$ cat src/design/wdt_pkg.sv
/*
 * Constants shared by the watchdog interval timer: register offsets, field
 * positions, reset values, pair codes and prescaler divide counts.
 * Assumes an 8-bit register port with an 8-bit address.
 */
// =====================================================================
// Package
package wdt_pkg;
    localparam int ADDR_W = 8;
    localparam int DATA_W = 8;
    // =================================================================
    // Register offsets.
    localparam logic [7:0] CTRL_OFS = 8'hA1;
    localparam logic [7:0] COUNT_OFS = 8'hA2;
    localparam logic [7:0] STAT_OFS = 8'hA8;
    localparam logic [7:0] MASK_OFS = 8'hA9;
    // =================================================================
    // Control field positions.
    localparam int RUN_HI = 7;
    localparam int RUN_LO = 6;
    localparam int REN_HI = 5;
    localparam int REN_LO = 4;
    localparam int CAUSE_BIT = 3;
    localparam int SEL_HI = 1;
    localparam int SEL_LO = 0;
    localparam int UF_BIT = 0;
    // =================================================================
    // Reset values and codes.
    localparam logic [1:0] PAIR_OFF = 2'h1;
    localparam logic [1:0] SEL_RST = 2'h0;
    localparam logic [7:0] COUNT_RST = 8'hFF;
    localparam logic [7:0] COUNT_ZERO = 8'h00;
    // =================================================================
    // Prescaler divide counts, one per select code.
    localparam int DIV_SYS = 12;
    localparam int DIV_F1 = 32;
    localparam int DIV_F2 = 1024;
    localparam int DIV_F3 = 16384;
    localparam int PRE_W = 14;
    // Length of the chip reset pulse after an enabled underflow.
    localparam int RST_PULSE_CYC = 4;
endpackage

$ cat src/design/wdt_tick_gen.sv
/*
 * Prescaler that turns the clock into the selected counting tick.
 * Assumes select and run come from registers on the same clock.
 */
`timescale 1ns/1ps
`default_nettype none
module wdt_tick_gen #(
    parameter int DIV0 = wdt_pkg::DIV_SYS,
    parameter int DIV1 = wdt_pkg::DIV_F1,
    parameter int DIV2 = wdt_pkg::DIV_F2,
    parameter int DIV3 = wdt_pkg::DIV_F3
) (
    // Clock and reset.
    input wire logic ref_clk_in,
    input wire logic sys_rst_in,
    // Control.
    input wire logic clr_in,
    input wire logic run_in,
    input wire logic [1:0] sel_in,
    // Tick.
    output logic tick_out
);
    // =================================================================
    // Divider
    localparam int PW = wdt_pkg::PRE_W;

    function automatic logic [PW-1:0] last_of(input logic [1:0] s);
        case (s)
            2'h0: last_of = PW'(DIV0 - 1);
            2'h1: last_of = PW'(DIV1 - 1);
            2'h2: last_of = PW'(DIV2 - 1);
            default: last_of = PW'(DIV3 - 1);
        endcase
    endfunction

    logic [wdt_pkg::PRE_W-1:0] cnt_q;
    logic [1:0] sel_q;
    logic wrap;

    assign wrap = (cnt_q >= last_of(sel_in));
    // No tick in the cycle a select change restarts the count.
    assign tick_out = run_in && wrap && sel_q == sel_in;

    // The count freezes while stopped; a select change restarts it so the
    // new period is never cut short by a stale count.
    always_ff @(posedge ref_clk_in or posedge sys_rst_in) begin
        if (sys_rst_in) begin
            cnt_q <= '0;
            sel_q <= wdt_pkg::SEL_RST;
        end else begin
            sel_q <= sel_in;
            if (clr_in || sel_q != sel_in) begin
                cnt_q <= '0;
            end else if (run_in) begin
                cnt_q <= wrap ? '0 : cnt_q + 1'b1;
            end
        end
    end
endmodule
`default_nettype wire

$ cat src/design/wdt_reset_ctrl.sv
/*
 * Chip reset pulse and reset-cause flag for the watchdog.
 * Assumes the pin reset arrives on sys_rst_in, already synchronous to the clock
 * in its release.
 */
`timescale 1ns/1ps
`default_nettype none
module wdt_reset_ctrl #(
    parameter int PULSE = wdt_pkg::RST_PULSE_CYC
) (
    // Clock and reset.
    input wire logic ref_clk_in,
    input wire logic sys_rst_in,
    // Trigger.
    input wire logic start_in,
    // Results.
    output logic pulse_out,
    output logic cause_out
);
    // =================================================================
    // Pulse stretcher
    localparam int CW = $clog2(PULSE + 1);
    logic [CW-1:0] cnt_q;

    // The pulse begins the cycle after the underflow and lasts PULSE cycles.
    always_ff @(posedge ref_clk_in or posedge sys_rst_in) begin
        if (sys_rst_in) begin
            cnt_q <= '0;
            pulse_out <= 1'b0;
        end else begin
            if (start_in) begin
                cnt_q <= CW'(PULSE);
            end else if (cnt_q != '0) begin
                cnt_q <= cnt_q - 1'b1;
            end
            pulse_out <= start_in || cnt_q > CW'(1);
        end
    end

    // Only the pin reset clears the cause; the watchdog's own reset sets it.
    always_ff @(posedge ref_clk_in or posedge sys_rst_in) begin
        if (sys_rst_in) begin
            cause_out <= 1'b0;
        end else if (start_in) begin
            cause_out <= 1'b1;
        end
    end
endmodule
`default_nettype wire

$ cat src/design/watchdog_interval_timer.sv
/*
 * Watchdog interval timer: 8-bit down-counter with prescaled clock select,
 * redundant run and reset-enable pairs, reset cause, interrupt flag.
 * Assumes a single-cycle strobe register port on ref_clk_in, sys_rst_in as
 * the pin reset, and an interrupt controller that pulses int_ack_in on entry.
 */
`timescale 1ns/1ps
`default_nettype none
// What this block does
// - Reset-cause bit 3 reads 0 after pin reset, 1 after watchdog reset; read only.
// - Clock select 00 sys/12, 01 fast/32, 10 fast/1024, 11 fast/16384.
// - Count register is 8-bit down-counter, FFh after reset, read and write.
// - Writing the count loads it, even while counting, without stopping.
// - Time to underflow is period times (count+1) minus under one period.
// - Run pair 10 counts; writing 01 freezes counter at its value.
// - Reset pair 10 resets chip on underflow; 01 makes a plain interval timer.
// - Enabled underflow resets chip, reinitialises registers, records watchdog cause.
// - Every underflow sets the interrupt flag, reset enabled or not.
// - Interrupt service entry clears the flag by hardware.
// - Writing FFh at count 00h may underflow; other writes never do.
// - Run pair 00 and 11 count like 10; only 01 stops.
// - Reset pair 00 and 11 enable reset like 10; only 01 disables.
module watchdog_interval_timer #(
    parameter int DIV0 = wdt_pkg::DIV_SYS,
    parameter int DIV1 = wdt_pkg::DIV_F1,
    parameter int DIV2 = wdt_pkg::DIV_F2,
    parameter int DIV3 = wdt_pkg::DIV_F3,
    parameter int PULSE = wdt_pkg::RST_PULSE_CYC
) (
    // Clock and pin reset.
    input wire logic ref_clk_in,
    input wire logic sys_rst_in,
    // Register port.
    input wire logic [7:0] bus_addr_in,
    input wire logic [7:0] bus_wdata_in,
    input wire logic bus_wr_in,
    input wire logic bus_rd_in,
    output logic [7:0] bus_rdata_out,
    // Interrupt controller.
    input wire logic int_ack_in,
    output logic underflow_interrupt_flag_out,
    output logic irq_out,
    // Chip reset.
    output logic chip_reset_out,
    output logic reset_cause_flag_out
);
    // =================================================================
    // Decode
    function automatic logic hit(input logic [7:0] a, input logic [7:0] ofs);
        hit = (a == ofs);
    endfunction

    // Only the code 01 means off, so one upset bit cannot disable a pair set to 10.
    function automatic logic pair_on(input logic [1:0] p);
        pair_on = (p != wdt_pkg::PAIR_OFF);
    endfunction

    // Decoded strobes and internal levels.
    logic wr_ctrl;
    logic wr_cnt;
    logic wr_stat;
    logic wr_mask;
    logic soft_rst;
    logic run;
    logic rst_en;
    logic tick;
    logic underflow;
    logic start_rst;

    // One write strobe per mapped offset.
    assign wr_ctrl = bus_wr_in && hit(bus_addr_in, wdt_pkg::CTRL_OFS);
    assign wr_cnt = bus_wr_in && hit(bus_addr_in, wdt_pkg::COUNT_OFS);
    assign wr_stat = bus_wr_in && hit(bus_addr_in, wdt_pkg::STAT_OFS);
    assign wr_mask = bus_wr_in && hit(bus_addr_in, wdt_pkg::MASK_OFS);

    // =================================================================
    // Control register
    // Control fields; the cause bit lives in the reset control.
    logic [1:0] run_control_pair_q;
    logic [1:0] reset_enable_pair_q;
    logic [1:0] count_clock_select_q;

    // The watchdog reset pulse reinitialises the control, count, flag and mask registers and the prescaler count.
    assign soft_rst = chip_reset_out;

    // Bit 3 and bit 2 are not writable; the cause lives in the reset control.
    always_ff @(posedge ref_clk_in or posedge sys_rst_in) begin
        if (sys_rst_in) begin
            run_control_pair_q <= wdt_pkg::PAIR_OFF;
            reset_enable_pair_q <= wdt_pkg::PAIR_OFF;
            count_clock_select_q <= wdt_pkg::SEL_RST;
        end else if (soft_rst) begin
            run_control_pair_q <= wdt_pkg::PAIR_OFF;
            reset_enable_pair_q <= wdt_pkg::PAIR_OFF;
            count_clock_select_q <= wdt_pkg::SEL_RST;
        end else if (wr_ctrl) begin
            run_control_pair_q <= bus_wdata_in[wdt_pkg::RUN_HI:wdt_pkg::RUN_LO];
            reset_enable_pair_q <= bus_wdata_in[wdt_pkg::REN_HI:wdt_pkg::REN_LO];
            count_clock_select_q <= bus_wdata_in[wdt_pkg::SEL_HI:wdt_pkg::SEL_LO];
        end
    end

    // Pair levels; the watchdog pulse also halts counting.
    assign run = pair_on(run_control_pair_q) && !soft_rst;
    assign rst_en = pair_on(reset_enable_pair_q);

    // =================================================================
    // Prescaler
    // The prescaler is not restarted by a count load, so the first period
    // after a load is short by less than one tick.
    wdt_tick_gen #(
        .DIV0(DIV0),
        .DIV1(DIV1),
        .DIV2(DIV2),
        .DIV3(DIV3)
    ) u_tick (
        .ref_clk_in(ref_clk_in),
        .sys_rst_in(sys_rst_in),
        .clr_in(soft_rst),
        .run_in(run),
        .sel_in(count_clock_select_q),
        .tick_out(tick)
    );

    // =================================================================
    // Down-counter
    // The count, readable and writable at its offset.
    logic [7:0] count_q;

    // A tick at 00h underflows; a load in the same cycle takes over the
    // count, and only a load of FFh lets that underflow through.
    assign underflow = tick && count_q == wdt_pkg::COUNT_ZERO
        && (!wr_cnt || bus_wdata_in == wdt_pkg::COUNT_RST);

    // A load has priority over the tick but never stops the prescaler.
    always_ff @(posedge ref_clk_in or posedge sys_rst_in) begin
        if (sys_rst_in) begin
            count_q <= wdt_pkg::COUNT_RST;
        end else if (soft_rst) begin
            count_q <= wdt_pkg::COUNT_RST;
        end else if (wr_cnt) begin
            count_q <= bus_wdata_in;
        end else if (tick) begin
            count_q <= count_q - 8'h01;
        end
    end

    // =================================================================
    // Reset generation
    // Software must reload the count in time nothing here helps it.
    assign start_rst = underflow && rst_en && !soft_rst;

    wdt_reset_ctrl #(
        .PULSE(PULSE)
    ) u_rst (
        .ref_clk_in(ref_clk_in),
        .sys_rst_in(sys_rst_in),
        .start_in(start_rst),
        .pulse_out(chip_reset_out),
        .cause_out(reset_cause_flag_out)
    );

    // =================================================================
    // Interrupt flag and mask
    // Sticky flag and its mask.
    logic flag_q;
    logic mask_q;

    // Set beats both the service-entry clear and the write-one clear, so an
    // underflow in the clearing cycle is never lost.
    always_ff @(posedge ref_clk_in or posedge sys_rst_in) begin
        if (sys_rst_in) begin
            flag_q <= 1'b0;
        end else if (underflow) begin
            flag_q <= 1'b1;
        end else if (soft_rst) begin
            flag_q <= 1'b0;
        end else if (int_ack_in || (wr_stat && bus_wdata_in[wdt_pkg::UF_BIT])) begin
            flag_q <= 1'b0;
        end
    end

    always_ff @(posedge ref_clk_in or posedge sys_rst_in) begin
        if (sys_rst_in) begin
            mask_q <= 1'b0;
        end else if (soft_rst) begin
            mask_q <= 1'b0;
        end else if (wr_mask) begin
            mask_q <= bus_wdata_in[wdt_pkg::UF_BIT];
        end
    end

    // The mask gates only the line; the flag still sets while masked,
    // so software can poll it with the interrupt off.
    assign underflow_interrupt_flag_out = flag_q;
    assign irq_out = flag_q && mask_q;

    // =================================================================
    // Read port
    logic [7:0] rd_d;

    // Unmapped offsets and reserved bits read as zero.
    always_comb begin
        rd_d = 8'h00;
        if (hit(bus_addr_in, wdt_pkg::CTRL_OFS)) begin
            rd_d[wdt_pkg::RUN_HI:wdt_pkg::RUN_LO] = run_control_pair_q;
            rd_d[wdt_pkg::REN_HI:wdt_pkg::REN_LO] = reset_enable_pair_q;
            rd_d[wdt_pkg::CAUSE_BIT] = reset_cause_flag_out;
            rd_d[wdt_pkg::SEL_HI:wdt_pkg::SEL_LO] = count_clock_select_q;
        end else if (hit(bus_addr_in, wdt_pkg::COUNT_OFS)) begin
            rd_d = count_q;
        end else if (hit(bus_addr_in, wdt_pkg::STAT_OFS)) begin
            rd_d[wdt_pkg::UF_BIT] = flag_q;
        end else if (hit(bus_addr_in, wdt_pkg::MASK_OFS)) begin
            rd_d[wdt_pkg::UF_BIT] = mask_q;
        end
    end

    // Read data stand only in the cycle after the strobe.
    always_ff @(posedge ref_clk_in or posedge sys_rst_in) begin
        if (sys_rst_in) begin
            bus_rdata_out <= 8'h00;
        end else begin
            bus_rdata_out <= bus_rd_in ? rd_d : 8'h00;
        end
    end
endmodule
`default_nettype wire

$ cat config.mk
export PLATFORM = sky130hd
export DESIGN_NAME = watchdog_interval_timer
export DESIGN_NICKNAME = d
export VERILOG_FILES = /design/src/design/wdt_pkg.sv /design/src/design/wdt_tick_gen.sv /design/src/design/wdt_reset_ctrl.sv /design/src/design/watchdog_interval_timer.sv
export SDC_FILE = /design/constraint.sdc
export NUM_CORES = 1
export LEC_CHECK = 0
export BUFFER_PORTS_ARGS = -buffer_cell sky130_fd_sc_hd__buf_4
export CAP_MARGIN = 15
export CELL_PAD_IN_SITES_DETAIL_PLACEMENT = 0
export CELL_PAD_IN_SITES_GLOBAL_PLACEMENT = 2
export CORE_MARGIN = 4
export CORE_UTILIZATION = 40
export CTS_BUF_LIST = sky130_fd_sc_hd__clkbuf_4 sky130_fd_sc_hd__clkbuf_8
export DETAILED_ROUTE_END_ITERATION = 16
export GPL_TIMING_DRIVEN = 0
export MAX_ROUTING_LAYER = met4
export PLACE_DENSITY_LB_ADDON = 0.3
export SYNTH_ARGS = -nofsm -noshare
export SYNTH_HDL_FRONTEND = slang
export SYNTH_SLANG_ARGS = --single-unit
$ cat constraint.sdc
create_clock -name ref_clk_in -period 3.35 [get_ports ref_clk_in]
set_input_delay 0.67 -clock ref_clk_in [delete_from_list [all_inputs] [get_ports ref_clk_in]]
set_output_delay 0.67 -clock ref_clk_in [all_outputs]
set_load 0.01 [all_outputs]
==> flow_summary.yaml <==
synth:
  synth_nets: 300
  syn_area_mm2: 0.00256
  synth_flop_cell: "dfrtp_1"
  yosysSeqAreaShare_pct: 44.5
  yosys_warnings: 0
  async_flop_share_pct: 100
  synth_top_area_share_pct: 34.2
  synth_edf_count: 0
  syn-mean-instance-area_um2: 9.55
  synth_area_leaders: "dfrtp_1, dfstp_2, ha_1, nor2_1, nand2_1"
  ys_seq_elements: 45
  synth_top_area_cell: "dfrtp_1"
  synth.distinct_cells: 45
  synthCells: 268
routing:
  drt_pre_antenna_iters: 4
  ant_nets: 0
  wl_per_cell_um: 15.0
  via_count: 2003
  vias_per_cell: 5.22
  drt_iter0_drc: 111
  wl_mm: 5.77
  drc: 0
clock_network:
  root_buffer: "clkbuf_8"
  cts_hold_buf: 0
  insertion_delay_ns: 0.30
  cts_buffers: 5
  clock_sinks: 45
  ctsResizeCount: 0
  clock_path_buffers: 2
  htree_levels: 2
  postCtsSetupBuffers: 0
  tritoncts: "done"
  clk_pin_slew_worst_paths_ns: 0.09
floorplan:
  start_util_pct: 42.2
  die_h_um: 88
  die_area_mm2: 0.00774
  ioPinCount: 33
  num_rows: 28
  coreArea_mm2: 0.00606
  die_x_um: 88
timing:
  fin_tns_setup_ns: 0
  worst_slew_pin_slew_ns: 0.795
  whs_ns: 0.306
  slew_viol_final: 0
  finalHoldViolations: 0
  relSlewSlack_pct: 46.8
  setup_viol: 0
  max_freq_mhz: 387
  finalCritPeriodShare_pct: 77.2
  clock_skew_ns: 0.00958
  rsz0062_at_grt: "no"
  setup_ws_ns: 0.763
  post-route-min-period_ns: 2.59
critical_path:
  start_kind: "flop"
  reg2reg_depth: 9
  crit_path_end_kind: "flop"
  critPathArrivalTime_ns: 2.81
  setup.worst_path.end: "u_tick.cnt_q[13]$_DFFE_PP0P_"
  worstSetupPathType: "flop to flop"
  rrSetupSlack_ns: 0.76
  r2r-start: "count_clock_select_q[1]$_DFFE_PP0P_"
  cp_max_fo: 9
  r2r-end: "u_tick.cnt_q[13]$_DFFE_PP0P_"
  cp.required_ns: 3.57
  crit_start: "count_clock_select_q[1]$_DFFE_PP0P_"
cells_and_area:
  fin_util_pct: 49.9
  diodes: 0
  num-nets-final: 340
  final_layout_size_suffix_gt1_share_pct: 22.0
  final_cells: 384
  final_area_mm2: 0.00303
  area_growth_pct: 18.2
  fillers: 599
hold_path:
  hold_class: "input port to asynchronous set/reset pin"
run:
  cap_violations: 0
grt:
  grt_start_max_net_pins: 34
  grt_pass1_wl_mm: 9.94
  grt_pass1_vias: 1997
  track_usage_pct: 17.1
  grt_antenna_before_repair: 0
  gr-total-overflow: 0
placement:
  pre_cts_slack_ns: 0.744
  place_inst: 376
  hpwl_mm: 4.38
  routabilityCongestion: 0.765
  place_area_mm2: 0.00291
  io_buffers: 32
power_and_ir_drop:
  power_leakage_nw: 1.38
  power.total_mw: 1.16
  power.density_mw_per_mm2: 383
  peakVddDrop_mv: 0.195
status:
  status: "finished clean"
placed cells by master (no fill, tap or decap), types with 3 or more instances in the layout:
master     count
a2111oi_0      3
a211o_1        3
a21o_1         3
a21oi_1       10
a22oi_1        6
a311oi_1       3
and3_1         7
and3_2         3
buf_2          4
buf_4         32
clkbuf_1       5
clkbuf_8       5
dfrtp_1       35
dfstp_2       10
ha_1          11
inv_1         12
nand2_1       23
nand2b_1       3
nand3_1       14
nand4_1        5
nor2_1        26
nor2b_1        4
nor3_1        15
nor3b_1        8
nor4_1         6
o211ai_1       3
o21ai_0        8
xnor2_1        6
xor2_1         8
cells in the mapped netlist (2+ instances only):
| master | number |
|---|---|
| dfrtp_1 | 35 |
| nor2_1 | 26 |
| nand2_1 | 23 |
| nor3_1 | 15 |
| nand3_1 | 14 |
| inv_1 | 13 |
| ha_1 | 11 |
| a21oi_1 | 10 |
| dfstp_2 | 10 |
| nor3b_1 | 8 |
| o21ai_0 | 8 |
| xor2_1 | 8 |
| and3_1 | 7 |
| a22oi_1 | 6 |
| nor4_1 | 6 |
| xnor2_1 | 6 |
| clkbuf_1 | 5 |
| nand4_1 | 5 |
| buf_2 | 4 |
| nor2b_1 | 4 |
| a2111oi_0 | 3 |
| a211o_1 | 3 |
| a21o_1 | 3 |
| a311oi_1 | 3 |
| and3_2 | 3 |
| nand2b_1 | 3 |
| o211ai_1 | 3 |
| a2111oi_1 | 2 |
| a211oi_1 | 2 |
| and2_1 | 2 |
| nor4b_2 | 2 |
| or3_1 | 2 |
worst max-delay path, stage by stage, from the launching register on:
cell	delay, ns
dfrtp_1	0.38
buf_2	0.18
nor2_1	0.19
ha_1	0.26
a21o_1	0.17
a311oi_1	0.27
a2111o_1	0.25
nand3_1	0.27
or3_1	0.43
o211ai_1	0.09
sequential cells by signal, indices dropped and copies added (netlist names):
register / flops
u_rst.cause_out: 1
underflow_interrupt_flag_out: 1
u_rst.cnt_q: 3
mask_q: 1
u_tick.sel_q: 2
count_clock_select_q: 2
count_q: 8
run_control_pair_q: 2
u_tick.cnt_q: 14
bus_rdata_out: 8
u_rst.pulse_out: 1
reset_enable_pair_q: 2
cell families (layout without fill, tap and decap cells):
kind of cell    after synthesis  in the layout  synth area share [%]
simple gates                126            126                  27.2
buf+inv                      23             64                  3.86
fa+ha+maj                    11             11                  5.38
xor+xnor                     14             14                  4.79
mux                           2              2                 0.831
compound gates               47             47                  13.5
flops                        45             45                  44.5
layout make-up:
class	instances	area, um2	area share [%]
multi-input cells	200	1320	43.7
flip-flops and latches	45	1140	37.6
repair buffers	33	260	8.60
well taps	75	93.8	3.10
clock buffers	6	76.3	2.52
plain buffers	10	50.0	1.65
inverters	13	48.8	1.61
clock inverters	2	35.0	1.16
worst min-delay path by stage:
stage	startpoint	end	depth (start not counted)
floorplan	count_clock_select_q[1]$_DFFE_PP0P_	u_tick.sel_q[1]$_DFF_PP0_	0
global placement	count_clock_select_q[1]$_DFFE_PP0P_	u_tick.sel_q[1]$_DFF_PP0_	0
detailed placement	count_clock_select_q[1]$_DFFE_PP0P_	u_tick.sel_q[1]$_DFF_PP0_	0
CTS	sys_rst_in	u_rst.cnt_q[2]$_DFFE_PP0P_	2
global route	sys_rst_in	u_rst.cnt_q[2]$_DFFE_PP0P_	2
finish	sys_rst_in	u_rst.pulse_out$_DFF_PP0_	2
where the power goes:
| group | internal [mW] | switching (mW) | leakage, nW | total (mW) |
|---|---|---|---|---|
| Sequential | 0.575 | 0.0288 | 0.592 | 0.603 |
| Combinational | 0.0589 | 0.0796 | 0.726 | 0.138 |
| Clock | 0.230 | 0.188 | 0.0586 | 0.417 |
metal layers:
layer	GRT usage, %	vias up	wire length (um)
li1	-	1044	-
met5	-	-	0
met2	23.6	42	2330
met3	3.48	5	263
met1	25.1	912	3100
met4	4.60	0	70
Note: power is estimated with default switching activity, not from simulation.
